File: src/stholc_pkg.sv
// Constants and types for the self-timing trigger and value-hold block
package stholc_pkg;
    // ---------------------------------------------------------------
    // Data format: signed values in units of 0.0001 mm
    // ---------------------------------------------------------------
    localparam int VAL_W = 22;
    localparam int ADDR_W = 8;
    localparam int DATA_W = 32;
    localparam int MULT_W = 11;
    localparam int MS_W = 14;

    // ---------------------------------------------------------------
    // Register offsets (byte addresses)
    // ---------------------------------------------------------------
    localparam logic [7:0] OFF_CTRL = 8'h00;
    localparam logic [7:0] OFF_LEVEL = 8'h04;
    localparam logic [7:0] OFF_HYST = 8'h08;
    localparam logic [7:0] OFF_DELAY = 8'h0c;
    localparam logic [7:0] OFF_WIDTH = 8'h10;
    localparam logic [7:0] OFF_MULT = 8'h14;
    localparam logic [7:0] OFF_STATUS = 8'h18;
    localparam logic [7:0] OFF_HELD = 8'h1c;
    localparam logic [7:0] OFF_DISP = 8'h20;

    // ---------------------------------------------------------------
    // Control and status field positions
    // ---------------------------------------------------------------
    localparam int CTRL_TTYPE_LSB = 0;
    localparam int CTRL_DMODE_BIT = 2;
    localparam int CTRL_SUSER_BIT = 3;
    localparam int CTRL_REV_BIT = 4;
    localparam int CTRL_CALC_LSB = 5;
    localparam int STAT_PEND_BIT = 0;
    localparam int STAT_HVALID_BIT = 1;
    localparam int STAT_ARMED_BIT = 2;

    // ---------------------------------------------------------------
    // Reset values and legal ranges
    // ---------------------------------------------------------------
    localparam logic signed [VAL_W-1:0] LEVEL_RST = 22'sh001388;
    localparam logic signed [VAL_W-1:0] VAL_MAX = 22'sh1e847f;
    localparam logic signed [VAL_W-1:0] VAL_MIN = -22'sh1e847f;
    localparam logic signed [VAL_W-1:0] HYST_RST = 22'sh00001e;
    localparam logic signed [VAL_W-1:0] WIDTH_RST = 22'sh000064;
    localparam logic signed [VAL_W-1:0] WIDTH_FIXED = 22'sh000064;
    localparam logic [MS_W-1:0] DELAY_RST = 14'h03e8;
    localparam logic [MS_W-1:0] DELAY_MAX = 14'h270f;
    localparam logic [MULT_W-1:0] MULT_RST = 11'h00a;
    localparam logic [MULT_W-1:0] MULT_MIN = 11'h001;
    localparam logic [MULT_W-1:0] MULT_MAX = 11'h3e8;
    localparam logic [MULT_W-1:0] MULT_DEN = 11'h00a;

    // ---------------------------------------------------------------
    // Timing
    // ---------------------------------------------------------------
    localparam int CLK_PERIOD_PS = 8000;
    localparam int MS_PS = 1000000000;
    localparam int CYC_PER_MS = MS_PS / CLK_PERIOD_PS;

    // ---------------------------------------------------------------
    // Enumerations
    // ---------------------------------------------------------------
    typedef enum logic [1:0] {TT_EXTERNAL, TT_RISE, TT_FALL, TT_RSVD} stholc_ttype_t;
    typedef enum logic [1:0] {CM_NOCALC, CM_CALC, CM_OTHER, CM_RSVD} stholc_calc_t;
    typedef enum {ST_IDLE, ST_TIMER, ST_STAB} stholc_state_t;
endpackage

File: src/stholc_top.sv
// Self-timing trigger, delayed value hold, direction sign and display multiplier
//
// The plain strobed port and the register offsets are this design's own decisions.
`timescale 1ns/1ps
module stholc_top
    import stholc_pkg::*;
#(
    parameter int CYCLES_PER_MS = CYC_PER_MS
)
(
    input wire logic CLK_IN,
    input wire logic RESET_IN,
    input wire logic [stholc_pkg::ADDR_W-1:0] ADDR_IN,
    input wire logic [stholc_pkg::DATA_W-1:0] WDATA_IN,
    input wire logic WR_IN,
    input wire logic RD_IN,
    input wire logic SAMPLE_VALID_IN,
    input wire logic signed [stholc_pkg::VAL_W-1:0] SAMPLE_IN,
    output logic [stholc_pkg::DATA_W-1:0] RDATA_OUT,
    output logic TIMING_OUT,
    output logic HOLD_STROBE_OUT,
    output logic HELD_VALID_OUT,
    output logic signed [stholc_pkg::VAL_W-1:0] HELD_OUT,
    output logic signed [stholc_pkg::DATA_W-1:0] DISP_OUT,
    output logic PENDING_OUT
);
    import stholc_pkg::*;

    generate
        if (CYCLES_PER_MS < 1)
        begin
            $error("stholc_top: CYCLES_PER_MS must be at least 1");
        end
    endgenerate

    localparam int DIV_W = $clog2(CYCLES_PER_MS + 1);
    localparam int PROD_W = VAL_W + MULT_W + 1;

    // ---------------------------------------------------------------
    // Configuration registers
    // ---------------------------------------------------------------
    logic [1:0] ttype_r;
    logic dmode_timer_r;
    logic stab_user_r;
    logic reverse_r;
    logic [1:0] calc_r;
    logic signed [VAL_W-1:0] level_r;
    logic signed [VAL_W-1:0] hyst_r;
    logic [MS_W-1:0] delay_r;
    logic signed [VAL_W-1:0] width_r;
    logic [MULT_W-1:0] mult_r;

    logic signed [VAL_W-1:0] wval;
    logic self_timing;
    logic dir_cfg_ok;

    function automatic logic in_range(input logic signed [VAL_W-1:0] v, input logic signed [VAL_W-1:0] lo);
        in_range = (v >= lo) && (v <= VAL_MAX);
    endfunction

    assign wval = WDATA_IN[VAL_W-1:0];
    assign self_timing = (ttype_r == TT_RISE) || (ttype_r == TT_FALL);
    assign dir_cfg_ok = (calc_r == CM_NOCALC) || (calc_r == CM_CALC);

    // Upper data bits must be a clean sign extension, else the write is dropped
    logic wval_ext_ok;
    assign wval_ext_ok = (WDATA_IN[DATA_W-1:VAL_W] == {(DATA_W-VAL_W){WDATA_IN[VAL_W-1]}});

    always_ff @(posedge CLK_IN)
    begin
        if (RESET_IN)
        begin
            ttype_r <= TT_EXTERNAL;
            dmode_timer_r <= 1'b0;
            stab_user_r <= 1'b0;
            calc_r <= CM_NOCALC;
        end
        else if (WR_IN && ADDR_IN == OFF_CTRL)
        begin
            ttype_r <= WDATA_IN[CTRL_TTYPE_LSB +: 2];
            dmode_timer_r <= WDATA_IN[CTRL_DMODE_BIT];
            stab_user_r <= WDATA_IN[CTRL_SUSER_BIT];
            calc_r <= WDATA_IN[CTRL_CALC_LSB +: 2];
        end
    end

    // Direction only follows when the calculation mode allows it
    always_ff @(posedge CLK_IN)
    begin
        if (RESET_IN)
            reverse_r <= 1'b0;
        else if (WR_IN && ADDR_IN == OFF_CTRL && dir_cfg_ok)
            reverse_r <= WDATA_IN[CTRL_REV_BIT];
    end

    always_ff @(posedge CLK_IN)
    begin
        if (RESET_IN)
            level_r <= LEVEL_RST;
        else if (WR_IN && ADDR_IN == OFF_LEVEL && self_timing && wval_ext_ok && in_range(wval, VAL_MIN))
            level_r <= wval;
    end

    always_ff @(posedge CLK_IN)
    begin
        if (RESET_IN)
            hyst_r <= HYST_RST;
        else if (WR_IN && ADDR_IN == OFF_HYST && wval_ext_ok && in_range(wval, '0))
            hyst_r <= wval;
    end

    always_ff @(posedge CLK_IN)
    begin
        if (RESET_IN)
            delay_r <= DELAY_RST;
        else if (WR_IN && ADDR_IN == OFF_DELAY && dmode_timer_r && WDATA_IN <= DATA_W'(DELAY_MAX))
            delay_r <= WDATA_IN[MS_W-1:0];
    end

    always_ff @(posedge CLK_IN)
    begin
        if (RESET_IN)
            width_r <= WIDTH_RST;
        else if (WR_IN && ADDR_IN == OFF_WIDTH && stab_user_r && wval_ext_ok && in_range(wval, '0))
            width_r <= wval;
    end

    always_ff @(posedge CLK_IN)
    begin
        if (RESET_IN)
            mult_r <= MULT_RST;
        else if (WR_IN && ADDR_IN == OFF_MULT && dir_cfg_ok
                 && WDATA_IN >= DATA_W'(MULT_MIN) && WDATA_IN <= DATA_W'(MULT_MAX))
            mult_r <= WDATA_IN[MULT_W-1:0];
    end

    // ---------------------------------------------------------------
    // Sample sign and self-timing comparison
    // ---------------------------------------------------------------
    logic signed [VAL_W-1:0] signed_val;
    logic signed [VAL_W-1:0] cur_r;
    logic signed [VAL_W:0] val_x;
    logic signed [VAL_W:0] hi_x;
    logic signed [VAL_W:0] lo_x;
    logic signed [VAL_W:0] lvl_x;
    logic armed_r;
    logic trig;

    // Negation stays in range: samples are limited to the symmetric span
    assign signed_val = reverse_r ? VAL_W'(-SAMPLE_IN) : SAMPLE_IN;
    assign val_x = {signed_val[VAL_W-1], signed_val};
    // Signed copy of the level; a bare concatenation would compare unsigned
    assign lvl_x = {level_r[VAL_W-1], level_r};
    assign hi_x = {level_r[VAL_W-1], level_r} + {hyst_r[VAL_W-1], hyst_r};
    assign lo_x = {level_r[VAL_W-1], level_r} - {hyst_r[VAL_W-1], hyst_r};

    always_ff @(posedge CLK_IN)
    begin
        if (RESET_IN)
            cur_r <= '0;
        else if (SAMPLE_VALID_IN)
            cur_r <= signed_val;
    end

    // Armed means the value sits on the far side of the band; crossing fires once
    always_ff @(posedge CLK_IN)
    begin
        if (RESET_IN || !self_timing)
            armed_r <= 1'b0;
        else if (SAMPLE_VALID_IN)
        begin
            if (ttype_r == TT_RISE)
                armed_r <= (val_x > lvl_x) ? 1'b0 : (val_x < lo_x) ? 1'b1 : armed_r;
            else
                armed_r <= (val_x < lvl_x) ? 1'b0 : (val_x > hi_x) ? 1'b1 : armed_r;
        end
    end

    always_comb
    begin
        trig = 1'b0;
        if (SAMPLE_VALID_IN && self_timing && armed_r)
        begin
            if (ttype_r == TT_RISE)
                trig = val_x > lvl_x;
            else
                trig = val_x < lvl_x;
        end
    end

    // ---------------------------------------------------------------
    // Millisecond enable and hold evaluation
    // ---------------------------------------------------------------
    stholc_state_t state_r;
    logic [DIV_W-1:0] div_r;
    logic ms_tick;
    logic [MS_W-1:0] ms_left_r;
    logic stable;
    logic do_hold;
    logic start_eval;

    assign start_eval = trig && state_r == ST_IDLE;
    assign ms_tick = (div_r == DIV_W'(CYCLES_PER_MS - 1));

    // Divider restarts on the trigger so the first ms is a full one
    always_ff @(posedge CLK_IN)
    begin
        if (RESET_IN || start_eval || ms_tick)
            div_r <= '0;
        else
            div_r <= div_r + 1'b1;
    end

    always_ff @(posedge CLK_IN)
    begin
        if (RESET_IN)
            ms_left_r <= '0;
        else if (start_eval)
            ms_left_r <= delay_r;
        else if (state_r == ST_TIMER && ms_tick && ms_left_r != '0)
            ms_left_r <= ms_left_r - 1'b1;
    end

    stholc_stab #(
        .W(VAL_W)
    ) u_stab (
        .clk_in(CLK_IN),
        .reset_in(RESET_IN),
        .start_in(start_eval),
        .active_in(state_r == ST_STAB),
        .sample_valid_in(SAMPLE_VALID_IN),
        .sample_in(signed_val),
        .width_in(stab_user_r ? width_r : WIDTH_FIXED),
        .stable_out(stable)
    );

    always_comb
    begin
        do_hold = 1'b0;
        unique case (state_r)
            ST_IDLE: do_hold = 1'b0;
            ST_TIMER: do_hold = (ms_left_r == '0);
            ST_STAB: do_hold = stable;
        endcase
    end

    always_ff @(posedge CLK_IN)
    begin
        if (RESET_IN)
            state_r <= ST_IDLE;
        else
        begin
            unique case (state_r)
                ST_IDLE:
                    if (start_eval)
                        state_r <= dmode_timer_r ? ST_TIMER : ST_STAB;
                ST_TIMER, ST_STAB:
                    if (do_hold || !self_timing)
                        state_r <= ST_IDLE;
            endcase
        end
    end

    // ---------------------------------------------------------------
    // Held value, display and status outputs
    // ---------------------------------------------------------------
    logic signed [PROD_W-1:0] prod;
    assign prod = $signed({HELD_OUT[VAL_W-1], HELD_OUT}) * $signed({1'b0, mult_r});

    always_ff @(posedge CLK_IN)
    begin
        if (RESET_IN)
        begin
            HELD_OUT <= '0;
            HELD_VALID_OUT <= 1'b0;
        end
        else if (do_hold)
        begin
            HELD_OUT <= cur_r;
            HELD_VALID_OUT <= 1'b1;
        end
    end

    // Display lags the held value by one cycle; truncation toward zero
    always_ff @(posedge CLK_IN)
    begin
        if (RESET_IN)
            DISP_OUT <= '0;
        else
            DISP_OUT <= DATA_W'(prod / $signed({1'b0, MULT_DEN}));
    end

    always_ff @(posedge CLK_IN)
    begin
        if (RESET_IN)
        begin
            TIMING_OUT <= 1'b0;
            HOLD_STROBE_OUT <= 1'b0;
            PENDING_OUT <= 1'b0;
        end
        else
        begin
            TIMING_OUT <= trig;
            HOLD_STROBE_OUT <= do_hold;
            PENDING_OUT <= (state_r != ST_IDLE && !do_hold && self_timing) || start_eval;
        end
    end

    // ---------------------------------------------------------------
    // Register read port
    // ---------------------------------------------------------------
    always_ff @(posedge CLK_IN)
    begin
        if (RESET_IN)
            RDATA_OUT <= '0;
        else if (RD_IN)
        begin
            unique case (ADDR_IN)
                OFF_CTRL: RDATA_OUT <= DATA_W'({calc_r, reverse_r, stab_user_r, dmode_timer_r, ttype_r});
                OFF_LEVEL: RDATA_OUT <= DATA_W'(level_r);
                OFF_HYST: RDATA_OUT <= DATA_W'(hyst_r);
                OFF_DELAY: RDATA_OUT <= DATA_W'(delay_r);
                OFF_WIDTH: RDATA_OUT <= DATA_W'(width_r);
                OFF_MULT: RDATA_OUT <= DATA_W'(mult_r);
                OFF_STATUS: RDATA_OUT <= DATA_W'({armed_r, HELD_VALID_OUT, state_r != ST_IDLE});
                OFF_HELD: RDATA_OUT <= DATA_W'(HELD_OUT);
                OFF_DISP: RDATA_OUT <= DISP_OUT;
                default: RDATA_OUT <= '0;
            endcase
        end
    end
endmodule

File: src/stholc_stab.sv
// Stability checker: flags when successive samples differ by less than a width
`timescale 1ns/1ps
module stholc_stab
    import stholc_pkg::*;
#(
    parameter int W = VAL_W
)
(
    input wire logic clk_in,
    input wire logic reset_in,
    input wire logic start_in,
    input wire logic active_in,
    input wire logic sample_valid_in,
    input wire logic signed [W-1:0] sample_in,
    input wire logic signed [W-1:0] width_in,
    output logic stable_out
);
    generate
        if (W < 4)
        begin
            $error("stholc_stab: width too small");
        end
    endgenerate

    logic signed [W-1:0] prev_r;
    logic have_prev_r;
    logic signed [W:0] diff;
    logic [W:0] spread;

    always_comb
    begin
        diff = {sample_in[W-1], sample_in} - {prev_r[W-1], prev_r};
        spread = diff[W] ? (W+1)'(-diff) : (W+1)'(diff);
    end

    always_ff @(posedge clk_in)
    begin
        if (reset_in || start_in || !active_in)
            have_prev_r <= 1'b0;
        else if (sample_valid_in)
            have_prev_r <= 1'b1;
    end

    always_ff @(posedge clk_in)
    begin
        if (reset_in)
            prev_r <= '0;
        else if (sample_valid_in)
            prev_r <= sample_in;
    end

    // Spread strictly below width; a zero width can never settle
    always_ff @(posedge clk_in)
    begin
        if (reset_in || start_in || !active_in)
            stable_out <= 1'b0;
        else
            stable_out <= sample_valid_in && have_prev_r
                && ($signed(spread) < $signed({width_in[W-1], width_in}));
    end
endmodule

File: config.mk
export PLATFORM = sky130hd
export DESIGN_NAME = stholc_top
export DESIGN_NICKNAME = d
export VERILOG_FILES = /design/src/stholc_pkg.sv /design/src/stholc_top.sv /design/src/stholc_stab.sv
export SDC_FILE = /design/constraint.sdc
export NUM_CORES = 2
export LEC_CHECK = 0
export ABC_AREA = 1
export BUFFER_PORTS_ARGS = -buffer_cell sky130_fd_sc_hd__buf_2
export CELL_PAD_IN_SITES_DETAIL_PLACEMENT = 0
export CELL_PAD_IN_SITES_GLOBAL_PLACEMENT = 2
export CORE_AREA = 2 2 295 297
export DETAILED_ROUTE_END_ITERATION = 7
export DIE_AREA = 0 0 297 299
export GPL_TIMING_DRIVEN = 0
export PLACE_DENSITY_LB_ADDON = 0.2
export SLEW_MARGIN = 10
export SYNTH_ARGS = -nofsm -noshare
export SYNTH_HDL_FRONTEND = slang
export SYNTH_SLANG_ARGS = --single-unit
File: constraint.sdc
create_clock -name CLK_IN -period 22.7 [get_ports CLK_IN]
set_input_delay 2.27 -clock CLK_IN [delete_from_list [all_inputs] [get_ports CLK_IN]]
set_output_delay 2.27 -clock CLK_IN [all_outputs]
set_load 0.05 [all_outputs]
==> results.sh <==
export IMPL_first_global_vias=28434
export IMPL_viasPerCell=4.93
export IMPL_irDropWorstVdd_mv=0.0584
export IMPL_finalHoldViolCount=0
export IMPL_pin_count=157
export IMPL_power_total_mw=1.13
export IMPL_power_leakage_nw=18.0
export IMPL_insertion_delay_ns=0.59
export IMPL_ff2ff_path_depth=170
export IMPL_clock_path_buffers=3
export IMPL_drtIter0Drc=1740
export IMPL_synth_nets=4993
export IMPL_min_from="div_r[0]"
export IMPL_synth_ff_type="dfxtp_1"
export IMPL_syn_area_um2=30700
export IMPL_hold_class="register to register"
export IMPL_slew_viol_final=0
export IMPL_clock_root_buffer="clkbuf_16"
export IMPL_clock_sinks=246
export IMPL_cp_required_ns=23.16
export IMPL_n_antenna_cell=0
export IMPL_stdcell_count=5830
export IMPL_cp_end_kind="register"
export IMPL_syn_to_final_growth_pct=11.4
export IMPL_cts_tree="yes"
export IMPL_hold_depth=1
export IMPL_p_clk_share_pct=46.2
export IMPL_fin_util_pct=39.7
export IMPL_worst_path_most_repeated_cell="nand2_2"
export IMPL_ant_nets=0
export IMPL_fp_dieW_um=297
export IMPL_min_period_over_period_pct=90.8
export IMPL_crit_start="mult_r[7]"
export IMPL_power_share_combinational_pct=15.1
export IMPL_grt_max_degree=15
export IMPL_setup_slack_ns=2.09
export IMPL_timing_rr_end="DISP_OUT[28]"
export IMPL_critPathKind="register to register"
export IMPL_yosysUniqueCellTypes=74
export IMPL_wl_met1_um=50800
export IMPL_wire_per_inst_um=20.1
export IMPL_syn_inst=4467
export IMPL_synth_edf_count=0
export IMPL_hpwlAfterDp_um=99600
export IMPL_outcome="finished, final reports clean"
export IMPL_p_per_area_nw_per_um2=33.2
export IMPL_numCtsBuffers=29
export IMPL_path_clk_slew_ns=0.06
export IMPL_regArea_um2=4950
export IMPL_final_layout_size_suffix_gt1_share_pct=13.8
export IMPL_grt_pass1_wl_um=179000
export IMPL_vias=28763
export IMPL_multi_input_area_um2=21600
export IMPL_synth_largest_area_cell="dfxtp_1"
export IMPL_drc_errors=0
export IMPL_ys_top_cells_by_area="dfxtp_1, fa_1, nand2_1"
export IMPL_totalWireLength_um=117000
export IMPL_met3_length_um=5300
export IMPL_drv_cap=0
export IMPL_setup_viol=0
export IMPL_cpMaxStageDelayCell="fa_1"
export IMPL_fp_dieH_um=299
export IMPL_topRoutingLayerUsed="met4"
export IMPL_drtPass1Iterations=6
export IMPL_slowest_delay_ns=0.56
export IMPL_period_needed_ns=20.61
export IMPL_place_gp_congestion=1.01
export IMPL_hold_ws_ns=0.456
export IMPL_final_setup_skew_ns=0.0162
export IMPL_grt_ovfl_total=0
export IMPL_htree_levels=1
export IMPL_yosysWarnings=0
export IMPL_num_rows=108
export IMPL_place_ws_ns=1.29
export IMPL_setup_worst_path_start_class="register"
export IMPL_p_sw_mw=0.327
export IMPL_die_area_um2=88800
export IMPL_wl_met2_um=56800
export IMPL_async_flop_share_pct=0
export IMPL_netlist_area_leader_share_pct=16.1
export IMPL_yosysSeqAreaShare_pct=16.1
export IMPL_antenna_found_initial=3
export IMPL_critPathMaxFanout=10
export IMPL_tightest_slew_ns=1.25
export IMPL_fill_cells=9459
export IMPL_pwr_share_seq_pct=38.7
export IMPL_synth_common_cells="nand2_1, inv_1, a21oi_1"
export IMPL_internal_power_mw=0.806
export IMPL_syn_area_per_cell_um2=6.86
export IMPL_r2r_start="mult_r[7]"
export IMPL_start_util_pct=35.7
export IMPL_ys_seq_elements=246
export IMPL_switching_share_pct=28.9
export IMPL_grtUsageTotal_pct=26.4
export IMPL_yosysMostFrequentCell="nand2_1"
export IMPL_core_area_um2=85900
export IMPL_fmax_ghz=0.0485
export IMPL_dp_cells=5777
export IMPL_timing_slew_headroom_pct=16.1
export IMPL_arrival_ns=21.07
export IMPL_final_nets=5180
export IMPL_hold_path_end="div_r[0]"
export IMPL_r2r_slack_ns=2.09
export IMPL_io_buffers=155
[through the flow]
| step | area (um2) | setup TNS (ns) |
|---|---|---|
| after floorplan | 30700 | 0 |
| after global placement | 32900 | 0 |
| after detailed placement | 32900 | 0 |
| after CTS | 33900 | 0 |
| after global routing | 34100 | -0.0391 |
| final | 34100 | 0 |
[critical path, delay by kind of cell (launching register included)]
family          cells  cell delay [ns]
flops               1             0.47
simple gates      130            13.71
buf+inv            28             2.34
compound gates      4             0.46
fa+ha+maj           8             3.43
[worst max-delay path by stage]
stage | endpoint | slack, ns
after floorplan | DISP_OUT[28] | 4.84
after global placement | DISP_OUT[28] | 1.22
after detailed placement | DISP_OUT[28] | 1.29
after CTS | DISP_OUT[28] | 1.19
after global routing | DISP_OUT[28] | -0.04
final | DISP_OUT[28] | 2.09
[power by group through the flow]
stage | clock, mW | sequential [mW] | combinational (mW)
CTS | 0.531 | 0.438 | 0.170
finish | 0.524 | 0.438 | 0.171
global placement | 0 | 0.448 | 0.169
global route | 0.549 | 0.438 | 0.191
floorplan | 0 | 0.446 | 0.110
detailed placement | 0 | 0.448 | 0.169
[logic make-up after synthesis]
group	after synthesis	synth area share, %
AOI/OAI and AO/OA	701	12.9
xor gates and xnor gates	157	4.56
adders and majority gates	459	24.1
buffers and inverters	1060	13.7
DFF	246	16.1
and+or+nand+nor	1844	28.7
[registers in the layout, summed over array words and instances (netlist names), 2 cells and up]
register and flops:
calc_r 2, div_r 17, width_r 22, hyst_r 22
DISP_OUT 32, delay_r 14, state_r 2, ttype_r 2
mult_r 11, RDATA_OUT 32, ms_left_r 14, cur_r 22
level_r 22, HELD_OUT 22
[repair_timing]
item / in CTS / in global routing
setup buffers: 0 / 1
resized for setup: 0 / 194
endpoints found under the setup margin: 0 / 11
hold buffers: 0 / 0
[per-layer routing]
metal  track usage [%]  vias to the layer above
met2              46.8                      611
met5                 0                        -
met1              33.6                    13537
li1                  -                    14484
met4              8.33                        0
met3              2.72                      131
[final cells by class]
class                   count  area share, %
multi-input cells        3161           63.2
plain buffers             133           2.21
clock buffers              39           2.44
clock inverters            13          0.597
flip-flops and latches    246           14.5
inverters                 927           10.5
repair buffers            156           2.29
well taps                1155           4.23
[cell usage in the layout (no fill, tap or decap), types with 27 or more instances in the layout]
master	Yosys	routed
fa_1	218	216
nand2_4	49	50
clkbuf_1	115	80
inv_1	845	845
nand4_1	67	67
xnor2_1	27	27
o21ai_0	209	209
nand3_1	229	228
buf_2	0	158
xor2_1	127	127
ha_1	241	233
a21oi_1	316	316
dfxtp_1	246	230
nand3_2	29	30
inv_2	60	60
o211ai_1	28	28
nor3_1	51	50
nor2_1	210	208
nand2_2	142	141
clkbuf_16	0	29
nand2_1	966	966
No activity file was read; power rests on OpenSTA's default activity.
